**src/hw/ulm_regs.svh**
```systemverilog
// constants for the usart line-mode block
`ifndef ULM_REGS_SVH
`define ULM_REGS_SVH
`define ULM_MODE_W        4
`define ULM_MODE_NORMAL   4'h0
`define ULM_MODE_RS485    4'h1
`define ULM_MODE_HANDSHK  4'h2
`define ULM_MODE_MODEM    4'h3
`define ULM_MODE_IRDA     4'h8
`define ULM_CHMODE_W      2
`define ULM_CH_NORMAL     2'h0
`define ULM_CH_ECHO       2'h1
`define ULM_CH_LOCAL      2'h2
`define ULM_CH_REMOTE     2'h3
`define ULM_FILT_W        8
`define ULM_FILT_RST      8'h00
`define ULM_BIT_CNT_W     16
`define ULM_MIN_BIT_CYC   16'h0001
`define ULM_CLK_HZ        20000000
`define ULM_IR_ERR_PPM    18700
`endif

```
**src/hw/ulm_pkg.sv**
```systemverilog
// types for the usart line-mode block
package ulm_pkg;
  typedef enum logic [1:0] {
    ULM_IR_IDLE,
    ULM_IR_COUNT,
    ULM_IR_HOLD
  } ulm_ir_state_e;
endpackage : ulm_pkg

```
**src/hw/ulm_sync2.sv**
```systemverilog
// two-flop synchroniser for a bank of pin inputs
`timescale 1ns/1ps
module ulm_sync2 #(
  parameter int W = 1,
  parameter logic [W-1:0] INIT = '0
) (
  input  wire logic         clk,
  input  wire logic         nrst,
  input  wire logic [W-1:0] din,
  output logic      [W-1:0] dout
);
  logic [W-1:0] meta_q;

  always_ff @(posedge clk or negedge nrst)
  begin
    if (!nrst)
    begin
      meta_q <= INIT;
      dout   <= INIT;
    end
    else
    begin
      meta_q <= din;
      dout   <= meta_q;
    end
  end
endmodule : ulm_sync2

```
**src/hw/ulm_ir_filter.sv**
```systemverilog
// infrared receive demodulator filter
`timescale 1ns/1ps
`include "ulm_regs.svh"
module ulm_ir_filter #(
  parameter int FW = `ULM_FILT_W,
  parameter int BW = `ULM_BIT_CNT_W
) (
  input  wire logic          clk,
  input  wire logic          nrst,
  input  wire logic          enable,
  input  wire logic          rx_s,
  input  wire logic [FW-1:0] filter_value,
  input  wire logic [BW-1:0] bit_cycles,
  output logic               rx_demod
);
  ulm_pkg::ulm_ir_state_e state_q;
  logic [FW-1:0] cnt_q;
  logic [BW-1:0] hold_q;
  logic          prev_q;
  logic          fall;
  logic          rise;

  assign fall = prev_q & ~rx_s;
  assign rise = ~prev_q & rx_s;

  always_ff @(posedge clk or negedge nrst)
  begin
    if (!nrst)
      prev_q <= 1'b1;
    else
      prev_q <= rx_s;
  end

  always_ff @(posedge clk or negedge nrst)
  begin
    if (!nrst)
    begin
      state_q  <= ulm_pkg::ULM_IR_IDLE;
      cnt_q    <= FW'(`ULM_FILT_RST);
      hold_q   <= '0;
      rx_demod <= 1'b1;
    end
    else if (!enable)
    begin
      state_q  <= ulm_pkg::ULM_IR_IDLE;
      cnt_q    <= filter_value;
      rx_demod <= 1'b1;
    end
    else
    begin
      unique case (state_q)
        ulm_pkg::ULM_IR_IDLE:
        begin
          rx_demod <= 1'b1;
          cnt_q <= filter_value;
          if (fall)
            state_q <= ulm_pkg::ULM_IR_COUNT;
        end
        ulm_pkg::ULM_IR_COUNT:
        begin
          if (rise)
          begin
            cnt_q   <= filter_value;
            state_q <= ulm_pkg::ULM_IR_IDLE;
          end
          else if (cnt_q == '0)
          begin
            rx_demod <= 1'b0;
            hold_q   <= (bit_cycles == '0) ? BW'(`ULM_MIN_BIT_CYC) : bit_cycles;
            state_q  <= ulm_pkg::ULM_IR_HOLD;
          end
          else
            cnt_q <= cnt_q - 1'b1;
        end
        ulm_pkg::ULM_IR_HOLD:
        begin
          if (hold_q == BW'(`ULM_MIN_BIT_CYC))
          begin
            rx_demod <= 1'b1;
            cnt_q    <= filter_value;
            state_q  <= ulm_pkg::ULM_IR_IDLE;
          end
          else
            hold_q <= hold_q - 1'b1;
        end
        default:
          state_q <= ulm_pkg::ULM_IR_IDLE;
      endcase
    end
  end
endmodule : ulm_ir_filter

```
**src/hw/ulm_line.sv**
```systemverilog
// usart line modes: infrared filter, rs485, modem control, test routings
// What this block does
// - infrared filter uses 8-bit down counter loaded from filter register
// - falling receive edge starts counter decrementing each master clock
// - rising edge while counting halts and reloads the counter
// - counter reaching zero forces receiver input low one bit period
// - mode 0x1 selects rs485, framing otherwise unchanged
// - in rs485 rts equals inverse of transmitter empty
// - in rs485 rts stays high through trailing timeguard
// - mode 0x3 selects modem; device drives terminal ready and rts
// - deassert command drives terminal ready high, assert command drives low
// - in modem mode rts follows transmitter state automatically
// - in modem mode input level changes set matching sticky change flags
// - channel status read clears all four change flags, except one set by a change in the read cycle
// - in modem mode clear-to-send high disables transmitter after current character
// - normal routing: rx pin to receiver, transmitter to tx pin
// - echo routing copies rx pin to tx pin, receiver still runs
// - local loopback feeds transmitter to receiver, tx pin idles high
// - remote loopback routes rx pin to tx pin, both engines disabled
// - mode 0x8 selects infrared, enabling demodulator before receiver
`timescale 1ns/1ps
`include "ulm_regs.svh"
module ulm_line #(
  parameter int FW = `ULM_FILT_W,
  parameter int BW = `ULM_BIT_CNT_W
) (
  input  wire logic                    clk,
  input  wire logic                    nrst,
  input  wire logic [`ULM_MODE_W-1:0]  op_mode,
  input  wire logic [`ULM_CHMODE_W-1:0] ch_mode,
  input  wire logic [FW-1:0]           infrared_filter_register,
  input  wire logic [BW-1:0]           bit_cycles,
  input  wire logic                    terminal_ready_assert_cmd,
  input  wire logic                    terminal_ready_deassert_cmd,
  input  wire logic                    rts_assert_cmd,
  input  wire logic                    rts_deassert_cmd,
  input  wire logic                    channel_status_read,
  input  wire logic                    transmitter_empty_flag,
  input  wire logic                    timeguard_active,
  input  wire logic                    tx_char_busy,
  input  wire logic                    tx_core_out,
  input  wire logic                    rx_pin,
  input  wire logic                    ri_n_pin,
  input  wire logic                    dsr_n_pin,
  input  wire logic                    dcd_n_pin,
  input  wire logic                    cts_n_pin,
  output logic                         tx_pin,
  output logic                         rx_core_in,
  output logic                         rts_n_pin,
  output logic                         dtr_n_pin,
  output logic                         tx_allow,
  output logic                         rx_allow,
  output logic                         ring_change_flag,
  output logic                         data_set_change_flag,
  output logic                         carrier_change_flag,
  output logic                         clear_to_send_change_flag,
  output logic [3:0]                   modem_levels
);
  logic       rx_s;
  logic [3:0] mdm_s;
  logic [3:0] mdm_prev_q;
  logic [3:0] chg_q;
  logic [3:0] chg_set;
  logic       rx_filt;
  logic       rx_line;
  logic       is_irda;
  logic       is_modem;
  logic       is_rs485;
  logic       rts_sw_q;
  logic       dtr_q;
  logic       tx_q;
  logic       rxi_q;
  logic       cts_gate_q;

  assign is_irda  = (op_mode == `ULM_MODE_IRDA);
  assign is_modem = (op_mode == `ULM_MODE_MODEM);
  assign is_rs485 = (op_mode == `ULM_MODE_RS485);

  // pins are asynchronous: two flops each before use
  ulm_sync2 #(
    .W    (1),
    .INIT (1'b1)
  ) u_rx_sync (
    .clk  (clk),
    .nrst (nrst),
    .din  (rx_pin),
    .dout (rx_s)
  );

  ulm_sync2 #(
    .W    (4),
    .INIT (4'hF)
  ) u_mdm_sync (
    .clk  (clk),
    .nrst (nrst),
    .din  ({cts_n_pin, dcd_n_pin, dsr_n_pin, ri_n_pin}),
    .dout (mdm_s)
  );

  // demodulator active only in infrared mode
  ulm_ir_filter #(
    .FW (FW),
    .BW (BW)
  ) u_ir (
    .clk          (clk),
    .nrst         (nrst),
    .enable       (is_irda),
    .rx_s         (rx_s),
    .filter_value (infrared_filter_register),
    .bit_cycles   (bit_cycles),
    .rx_demod     (rx_filt)
  );

  assign rx_line = is_irda ? rx_filt : rx_s;

  always_ff @(posedge clk or negedge nrst)
  begin
    if (!nrst)
      mdm_prev_q <= 4'hF;
    else
      mdm_prev_q <= mdm_s;
  end

  assign chg_set = is_modem ? (mdm_prev_q ^ mdm_s) : 4'h0;

  // sticky change flags; set wins over read clear
  always_ff @(posedge clk or negedge nrst)
  begin
    if (!nrst)
      chg_q <= 4'h0;
    else if (channel_status_read)
      chg_q <= chg_set;
    else
      chg_q <= chg_q | chg_set;
  end

  assign ring_change_flag          = chg_q[0];
  assign data_set_change_flag      = chg_q[1];
  assign carrier_change_flag       = chg_q[2];
  assign clear_to_send_change_flag = chg_q[3];
  assign modem_levels              = mdm_prev_q;

  // terminal ready commands, deassert wins on conflict
  always_ff @(posedge clk or negedge nrst)
  begin
    if (!nrst)
      dtr_q <= 1'b1;
    else if (terminal_ready_deassert_cmd)
      dtr_q <= 1'b1;
    else if (terminal_ready_assert_cmd)
      dtr_q <= 1'b0;
  end
  assign dtr_n_pin = dtr_q;

  // software rts level for modes with no automatic control
  always_ff @(posedge clk or negedge nrst)
  begin
    if (!nrst)
      rts_sw_q <= 1'b1;
    else if (rts_deassert_cmd)
      rts_sw_q <= 1'b1;
    else if (rts_assert_cmd)
      rts_sw_q <= 1'b0;
  end

  // rs485 rts is inverse of empty flag, or high in timeguard
  // modem rts is active low while transmitter busy
  always_ff @(posedge clk or negedge nrst)
  begin
    if (!nrst)
      rts_n_pin <= 1'b1;
    else if (is_rs485)
      rts_n_pin <= ~transmitter_empty_flag | timeguard_active;
    else if (is_modem)
      rts_n_pin <= transmitter_empty_flag;
    else
      rts_n_pin <= rts_sw_q;
  end

  // cts high blocks only at character boundary
  always_ff @(posedge clk or negedge nrst)
  begin
    if (!nrst)
      cts_gate_q <= 1'b1;
    else if (!is_modem)
      cts_gate_q <= 1'b1;
    else if (!tx_char_busy)
      cts_gate_q <= ~mdm_s[3];
  end

  assign rx_allow = (ch_mode != `ULM_CH_REMOTE);
  assign tx_allow = (ch_mode != `ULM_CH_REMOTE) & cts_gate_q;

  // pin routing registered so outputs come from flops
  always_ff @(posedge clk or negedge nrst)
  begin
    if (!nrst)
    begin
      tx_q  <= 1'b1;
      rxi_q <= 1'b1;
    end
    else
    begin
      unique case (ch_mode)
        `ULM_CH_NORMAL:
        begin
          tx_q  <= tx_core_out;
          rxi_q <= rx_line;
        end
        // echo rx to tx, receiver live
        `ULM_CH_ECHO:
        begin
          tx_q  <= rx_s;
          rxi_q <= rx_line;
        end
        `ULM_CH_LOCAL:
        begin
          tx_q  <= 1'b1;
          rxi_q <= tx_core_out;
        end
        `ULM_CH_REMOTE:
        begin
          tx_q  <= rx_s;
          rxi_q <= 1'b1;
        end
      endcase
    end
  end

  assign tx_pin     = tx_q;
  assign rx_core_in = rxi_q;
endmodule : ulm_line

```
**config.mk**
```make
export PLATFORM = sky130hd
export DESIGN_NAME = ulm_line
export DESIGN_NICKNAME = d
export VERILOG_FILES = /design/src/hw/ulm_pkg.sv /design/src/hw/ulm_sync2.sv /design/src/hw/ulm_ir_filter.sv /design/src/hw/ulm_line.sv
export VERILOG_INCLUDE_DIRS = /design/src /design/src/hw
export SDC_FILE = /design/constraint.sdc
export NUM_CORES = 1
export LEC_CHECK = 0
export BUFFER_PORTS_ARGS = -buffer_cell sky130_fd_sc_hd__clkbuf_2
export CAP_MARGIN = 10
export CORE_MARGIN = 3
export CORE_UTILIZATION = 54
export CTS_CLUSTER_DIAMETER = 50
export CTS_CLUSTER_SIZE = 25
export DETAILED_ROUTE_END_ITERATION = 12
export PLACE_DENSITY = 0.86
export SLEW_MARGIN = 5
export SYNTH_ARGS = -nofsm -noshare
export SYNTH_HDL_FRONTEND = slang
export SYNTH_SLANG_ARGS = --single-unit
```
**constraint.sdc**
```tcl
create_clock -name clk -period 2.7 [get_ports clk]
set_input_delay 0.135 -clock clk [delete_from_list [all_inputs] [get_ports clk]]
set_output_delay 0.135 -clock clk [all_outputs]
set_load 0.005 [all_outputs]
```
# After elaboration in Yosys (flattened, before gate mapping)
# Index checks and enable logic that the tools add are counted.
# Widths: inputs -> output; s select.
op_classes:
  bitwise: 10
  n_addsub: 2
  reduce_logical: 13
  mux: 34
  n_eq_ne: 21
ops:
  columns: ["cell", "count"]
  rows:
  - ["$mux 16", 4]
  - ["$mux 8", 4]
  - ["$pmux 16 s2", 1]
  - ["$pmux 8 s3", 1]
  - ["$eq 16x1->1 const B", 1]
  - ["$logic_not 16->1", 1]
  - ["$sub 16x1->16 const B", 1]
  - ["$mux 1", 13]
  - ["$mux 2", 5]
  - ["$ne 3x2->1 const B", 3]
  - ["$pmux 1 s3", 3]
  - ["$logic_not 8->1", 1]
  - ["$mux 4", 2]
  - ["$ne 2x2->1 const B", 4]
  - ["$sub 8x1->8 const B", 1]
  - ["$eq 2x2->1 const B", 3]
  - ["$pmux 2 s3", 1]
  - ["$reduce_and 3->1", 2]
  - ["$reduce_bool 2->1", 3]
  - ["$reduce_and 5->1", 1]
  - ["$eq 2x1->1 const B", 2]
  - ["$eq 4x1->1 const B", 1]
  - ["$eq 4x2->1 const B", 1]
  - ["$eq 4x4->1 const B", 1]
  - ["other kinds (13)", 20]
totals:
  ff_bits: 52
  word_cells: 97
  in_bits: 46
  output_inout_bits: 14

# Longest topological paths before layout
depth:
  word_depth: 5
  ltp_mapped: 8
  mapped_depth_nobuf: 7

# By module
# A second synthesis with hierarchy kept.
unflattened:
  hier_cells: 271
  hier_area_um2: 2665.1
by_module_without_submodules:
  columns: ["module", "n_inst", "area_per_inst_um2", "cells_each"]
  rows:
  - ["ulm_ir_filter", 1, 1814.2, 213]
  - ["ulm_line", 1, 588.1, 48]
  - ["ulm_sync2 (u_mdm_sync)", 1, 210.2, 8]
  - ["ulm_sync2 (u_rx_sync)", 1, 52.6, 2]

# Least setup slack after synthesis
# Ideal clock, no wire load.
synth_path:
  path_kind: "register to register"
  start: "register u_ir.hold_q[8]"
  end: "register u_ir.cnt_q[1]"
  path_slack_ns: 0.572
  stages_incl_launch_ff: 8
  path_buffers: 2
  arrival_time_ns: 2.003
  path_cell_list: "dfrtp_1 or4_1 buf_2 nor3_4 a21oi_2 or2_1 buf_6 mux2_4"
synth_via:
  elab_chain_cells: 3
synth_lines:
  columns: ["element", "line", "rtl"]
  rows:
  - ["start, declared", "ulm_ir_filter.sv:18", "logic [BW-1:0] hold_q;"]
  - ["start signal, assigned", "ulm_ir_filter.sv:69", "hold_q <= (bit_cycles == '0) ? BW'(`ULM_MIN_BIT_CYC) : bit_cycles;"]
  - ["start signal, assigned", "ulm_ir_filter.sv:84", "hold_q <= hold_q - 1'b1;"]
  - ["$eq 16x1->1", "ulm_ir_filter.sv:77", "if (hold_q == BW'(`ULM_MIN_BIT_CYC))"]
  - ["$ne 3x2->1 (no source line)", null, null]
  - ["$reduce_and 3->1 (no source line)", null, null]
  - ["end signal, assigned", "ulm_ir_filter.sv:63", "cnt_q <= filter_value;"]
  - ["end signal, assigned", "ulm_ir_filter.sv:73", "cnt_q <= cnt_q - 1'b1;"]
  - ["end signal, assigned", "ulm_ir_filter.sv:80", "cnt_q <= filter_value;"]
  - ["end, declared", "ulm_ir_filter.sv:17", "logic [FW-1:0] cnt_q;"]
# Every way passes these cells.
# A chain may end at the register's enable or synchronous reset.

# Final worst setup path
layout_path:
  start: "register u_ir.hold_q[6]"
  end: "register u_ir.hold_q[6]"
layout_via:
  elab_chain_cells: 3
layout_lines:
  columns: ["element", "line"]
  rows:
  - ["$sub 16x1->16 or $eq 16x1->1 (tied branches)", "ulm_ir_filter.sv:84, ulm_ir_filter.sv:77"]
  - ["$mux 16 or $ne 2x2->1 (tied branches)", null]
  - ["$pmux 16 s2 or $reduce_and 5->1 (tied branches)", null]
# Several ways; a longest one is shown, not always the timed one. The select of a mux whose other input is x is not followed.

==> impl_summary.log <==
[metrics] status: finished with violations
[metrics] failing checks: hold timing
[metrics] Lkg Pwr: 1.48 nW
[metrics] Post-Synthesis Cell Area: 2780 µm²
[metrics] number of vias after detailed routing: 2494
[metrics] detailed-route wire length: 6420 µm
[metrics] Clk Latency, worst-skew pair: 310 ps
[metrics] total clock buffers created by CTS: 5
[metrics] total instance count after detailed placement: 414
[metrics] start-to-end type of the worst setup path: reg2reg
[metrics] first-pass GRT wire length: 10800 µm
[metrics] Post-Synthesis Cells: 288
[metrics] Layout Skew: 9.02 ps
[metrics] peak supply drop: 0.286 mV
[metrics] Worst R2R Setup Slack: 350 ps
[metrics] post-placement cell area: 3200 µm²
[metrics] maximum clock rate: 426 MHz
[metrics] number of max-cap violations: 0
[metrics] Final TNS setup: 0 ps
[metrics] final slew viol count: 0
[metrics] EDFF count, synth: 0
[metrics] Mapped Avg Cell Area: 9.67 µm²
[metrics] R2R Path Start: u_ir.hold_q[6]
[metrics] fraction of post-synthesis cell area in the top cell type by area: 27.0%
[metrics] final-report hold violation count: 11
[metrics] final cell area excluding filler cells: 3340 µm²
[metrics] pin count of the biggest net entering global routing: 43
[metrics] HP Class: in2async
[metrics] Die Area: 6050 µm²
[metrics] leading post-synthesis cells by cell area: sky130_fd_sc_hd__dfrtp_1 (27%), sky130_fd_sc_hd__dfstp_2 (21%), sky130_fd_sc_hd__o21ai_0 (3.6%)
[metrics] Starting Density: 57.4%
[metrics] Avg WL per Cell: 15.0 µm
[metrics] post-CTS sizing: 0
[metrics] syn_nets: 341
[metrics] hold buffers post-CTS: 5
[metrics] Clock Tree Root: sky130_fd_sc_hd__clkbuf_8
[metrics] horizontal die dimension: 77.8 µm
[metrics] final setup violation count: 0
[metrics] placeable core region: 4850 µm²
[metrics] capturing point of the worst reg2reg path: u_ir.hold_q[6]
[metrics] slew at the pin closest to its max-slew limit: 1040 ps
[metrics] CP endpoint kind: flop
[metrics] number of levels in the clock H-tree: 2
[metrics] element type at the critical path start: flop
[metrics] global-route usage over all layers: 22.0%
[metrics] total congestion overflow after global routing: 0
[metrics] Antenna diodes: 0
[metrics] worst slew slack as a fraction of its limit: 30.6%
[metrics] synthesized flop and latch total: 52
[metrics] number of distinct library cell variants in the gate-level netlist after synthesis: 56
[metrics] Longest Clk Path Bufs: 2
[metrics] Vias/cell: 5.84
[metrics] CTS Sinks: 52
[metrics] Placement Rows: 25
[metrics] Initial DRT Pass Iterations: 4
[metrics] port buffer count: 59
[metrics] Synthesis Warnings: 0
[metrics] post-synthesis cell type with the largest combined area: sky130_fd_sc_hd__dfrtp_1
[metrics] GPL Wtd Cong: 0.913
[metrics] clock slew seen by the registers of the worst setup and hold paths: 100 ps
[metrics] pwr/cell area: 429 nW/µm²
[metrics] fraction of the yosys area taken by sequential cells: 47.7%
[metrics] CTS tree: yes
[metrics] fill cell instance count of the final layout: 380
[metrics] area growth from synthesis to layout: 19.9%
[metrics] total half-perimeter wirelength after legalization and detailed placement: 4780 µm
[metrics] most used cells in the layout excluding fill and tap cells: sky130_fd_sc_hd__clkbuf_2 (59), sky130_fd_sc_hd__dfrtp_1 (30), sky130_fd_sc_hd__dfstp_2 (22), sky130_fd_sc_hd__o21ai_0 (20), sky130_fd_sc_hd__inv_1 (19)
[metrics] Worst Hold Slack: -5.87 ps
[metrics] post-CTS setup buffer count: 0
[metrics] DRC violation total after the first TritonRoute iteration: 217
[metrics] minimum clock period: 2350 ps
[metrics] asr flop ratio synth: 100%
[metrics] number of global-route vias before repair: 2444
[metrics] main flop type after synthesis: sky130_fd_sc_hd__dfrtp_1
[metrics] RSZ-0062 raised after global routing: no
[metrics] final core utilization: 68.9%
[metrics] Reg2Reg Depth: 5
[metrics] die extent in y: 77.8 µm
[metrics] Final nets: 412
[metrics] required time at the worst-slack endpoint: 2910 ps
[metrics] remaining design rule violation count: 0
[metrics] share of layout cells above drive strength 1: 30.6%
[metrics] Final ANT Viol Nets: 0
[metrics] maximum fanout along the worst path: 8
[metrics] number of standard cells in the final layout excluding fillers: 427
[metrics] arrival time of the worst setup path: 2560 ps
[metrics] number of antenna violations at the first check in global routing: 0
[metrics] ratio of final minimum period to clock period: 87.0%
[metrics] count of boundary I/O pins: 60
[metrics] most common library cell in the layout ignoring fill and taps: sky130_fd_sc_hd__clkbuf_2
[state kept, by name (all words and copies together) (netlist names)]
register / count
chg_q: 4
cts_gate_q: 1
dtr_n_pin: 1
modem_levels: 4
rts_n_pin: 1
rts_sw_q: 1
rx_core_in: 1
tx_pin: 1
u_ir.cnt_q: 8
u_ir.hold_q: 16
u_ir.prev_q: 1
u_ir.rx_demod: 1
u_ir.state_q: 2
u_mdm_sync.dout: 4
u_mdm_sync.meta_q: 4
u_rx_sync.dout: 1
u_rx_sync.meta_q: 1
[area by class of cell]
type,instances,area (µm²),area share (%)
clock buffers,5,68.8,2.06
clock inverters,3,22.5,0.675
inverters,19,71.3,2.14
multi-input cells,207,1340,40.2
flip-flops and latches,52,1330,39.8
well taps,67,83.8,2.51
repair buffers,74,420,12.6
[routing by layer]
layer | vias up | wire length (µm) | track usage [%]
met2 | 84 | 3310 | 38.8
met5 | - | 0 | 0
met1 | 1180 | 2690 | 27.3
li1 | 1220 | - | -
met3 | 10 | 320 | 3.60
met4 | 0 | 99 | 7.30
[worst max-delay path by stage]
stage,startpoint,to,slack [ps],cells past startpoint
after floorplan,u_ir.hold_q[8],u_ir.cnt_q[1],570,7
after global placement,u_ir.hold_q[8],u_ir.hold_q[6],450,5
after detailed placement,u_ir.hold_q[6],u_ir.hold_q[6],400,5
after CTS,u_ir.hold_q[6],u_ir.hold_q[6],370,5
after global routing,u_ir.hold_q[6],u_ir.hold_q[6],250,5
final,u_ir.hold_q[6],u_ir.hold_q[6],350,5
[critical path, stage by stage (launching register included)]
cell	delay (ps)
sky130_fd_sc_hd__dfrtp_1	470
sky130_fd_sc_hd__or4_1	640
sky130_fd_sc_hd__nor3_4	260
sky130_fd_sc_hd__nand3_1	260
sky130_fd_sc_hd__and2_0	360
sky130_fd_sc_hd__a22o_1	250
[synth_stat cells (2+ instances only)]
cell and instances:
sky130_fd_sc_hd__a211oi_1 2, sky130_fd_sc_hd__a21bo_2 2, sky130_fd_sc_hd__a21o_1 3, sky130_fd_sc_hd__a21oi_1 17, sky130_fd_sc_hd__a31o_2 2, sky130_fd_sc_hd__a31oi_1 4
sky130_fd_sc_hd__and2_1 2, sky130_fd_sc_hd__buf_2 2, sky130_fd_sc_hd__clkbuf_1 6, sky130_fd_sc_hd__dfrtp_1 30, sky130_fd_sc_hd__dfstp_2 22, sky130_fd_sc_hd__ha_1 7
sky130_fd_sc_hd__inv_1 19, sky130_fd_sc_hd__mux2i_1 5, sky130_fd_sc_hd__nand2_1 18, sky130_fd_sc_hd__nand2b_1 4, sky130_fd_sc_hd__nand3_1 16, sky130_fd_sc_hd__nand3b_1 3
sky130_fd_sc_hd__nand4_1 3, sky130_fd_sc_hd__nor2_1 18, sky130_fd_sc_hd__nor2b_1 2, sky130_fd_sc_hd__nor3_1 7, sky130_fd_sc_hd__nor4_1 13, sky130_fd_sc_hd__nor4b_1 2
sky130_fd_sc_hd__o21ai_0 20, sky130_fd_sc_hd__o22ai_1 8, sky130_fd_sc_hd__o2bb2ai_1 9, sky130_fd_sc_hd__o31ai_1 8, sky130_fd_sc_hd__o41ai_1 2, sky130_fd_sc_hd__or3_1 2
sky130_fd_sc_hd__or4_1 2, sky130_fd_sc_hd__xnor2_1 4
[power by group]
part	internal (W)	leakage, nW	switching [W]	total (W)
Clock	0.000186	0.0485	0.000263	0.000449
Combinational	0.0000708	0.818	0.0000727	0.000144
Sequential	0.000820	0.611	0.0000209	0.000841
Total	0.00108	1.48	0.000356	0.00143
[cells by family (layout without fill, tap and decap cells)]
group	count (synthesis)	in the layout	synth area share [%]
fa+ha+maj	7	7	3.15
simple gates	102	102	20.1
mux	7	7	2.74
compound gates	87	87	20.7
buf+inv	29	101	4.27
flops	52	52	47.7
xor+xnor	4	4	1.26
[through the flow]
stage / power, W / setup WS [ps]
detailed placement: 0.000994 / 402
finish: 0.00143 / 352
CTS: 0.00145 / 369
global placement: 0.000987 / 452
global route: 0.00150 / 248
floorplan: 0.000907 / 572
No activity file was read; power rests on OpenSTA's default activity.
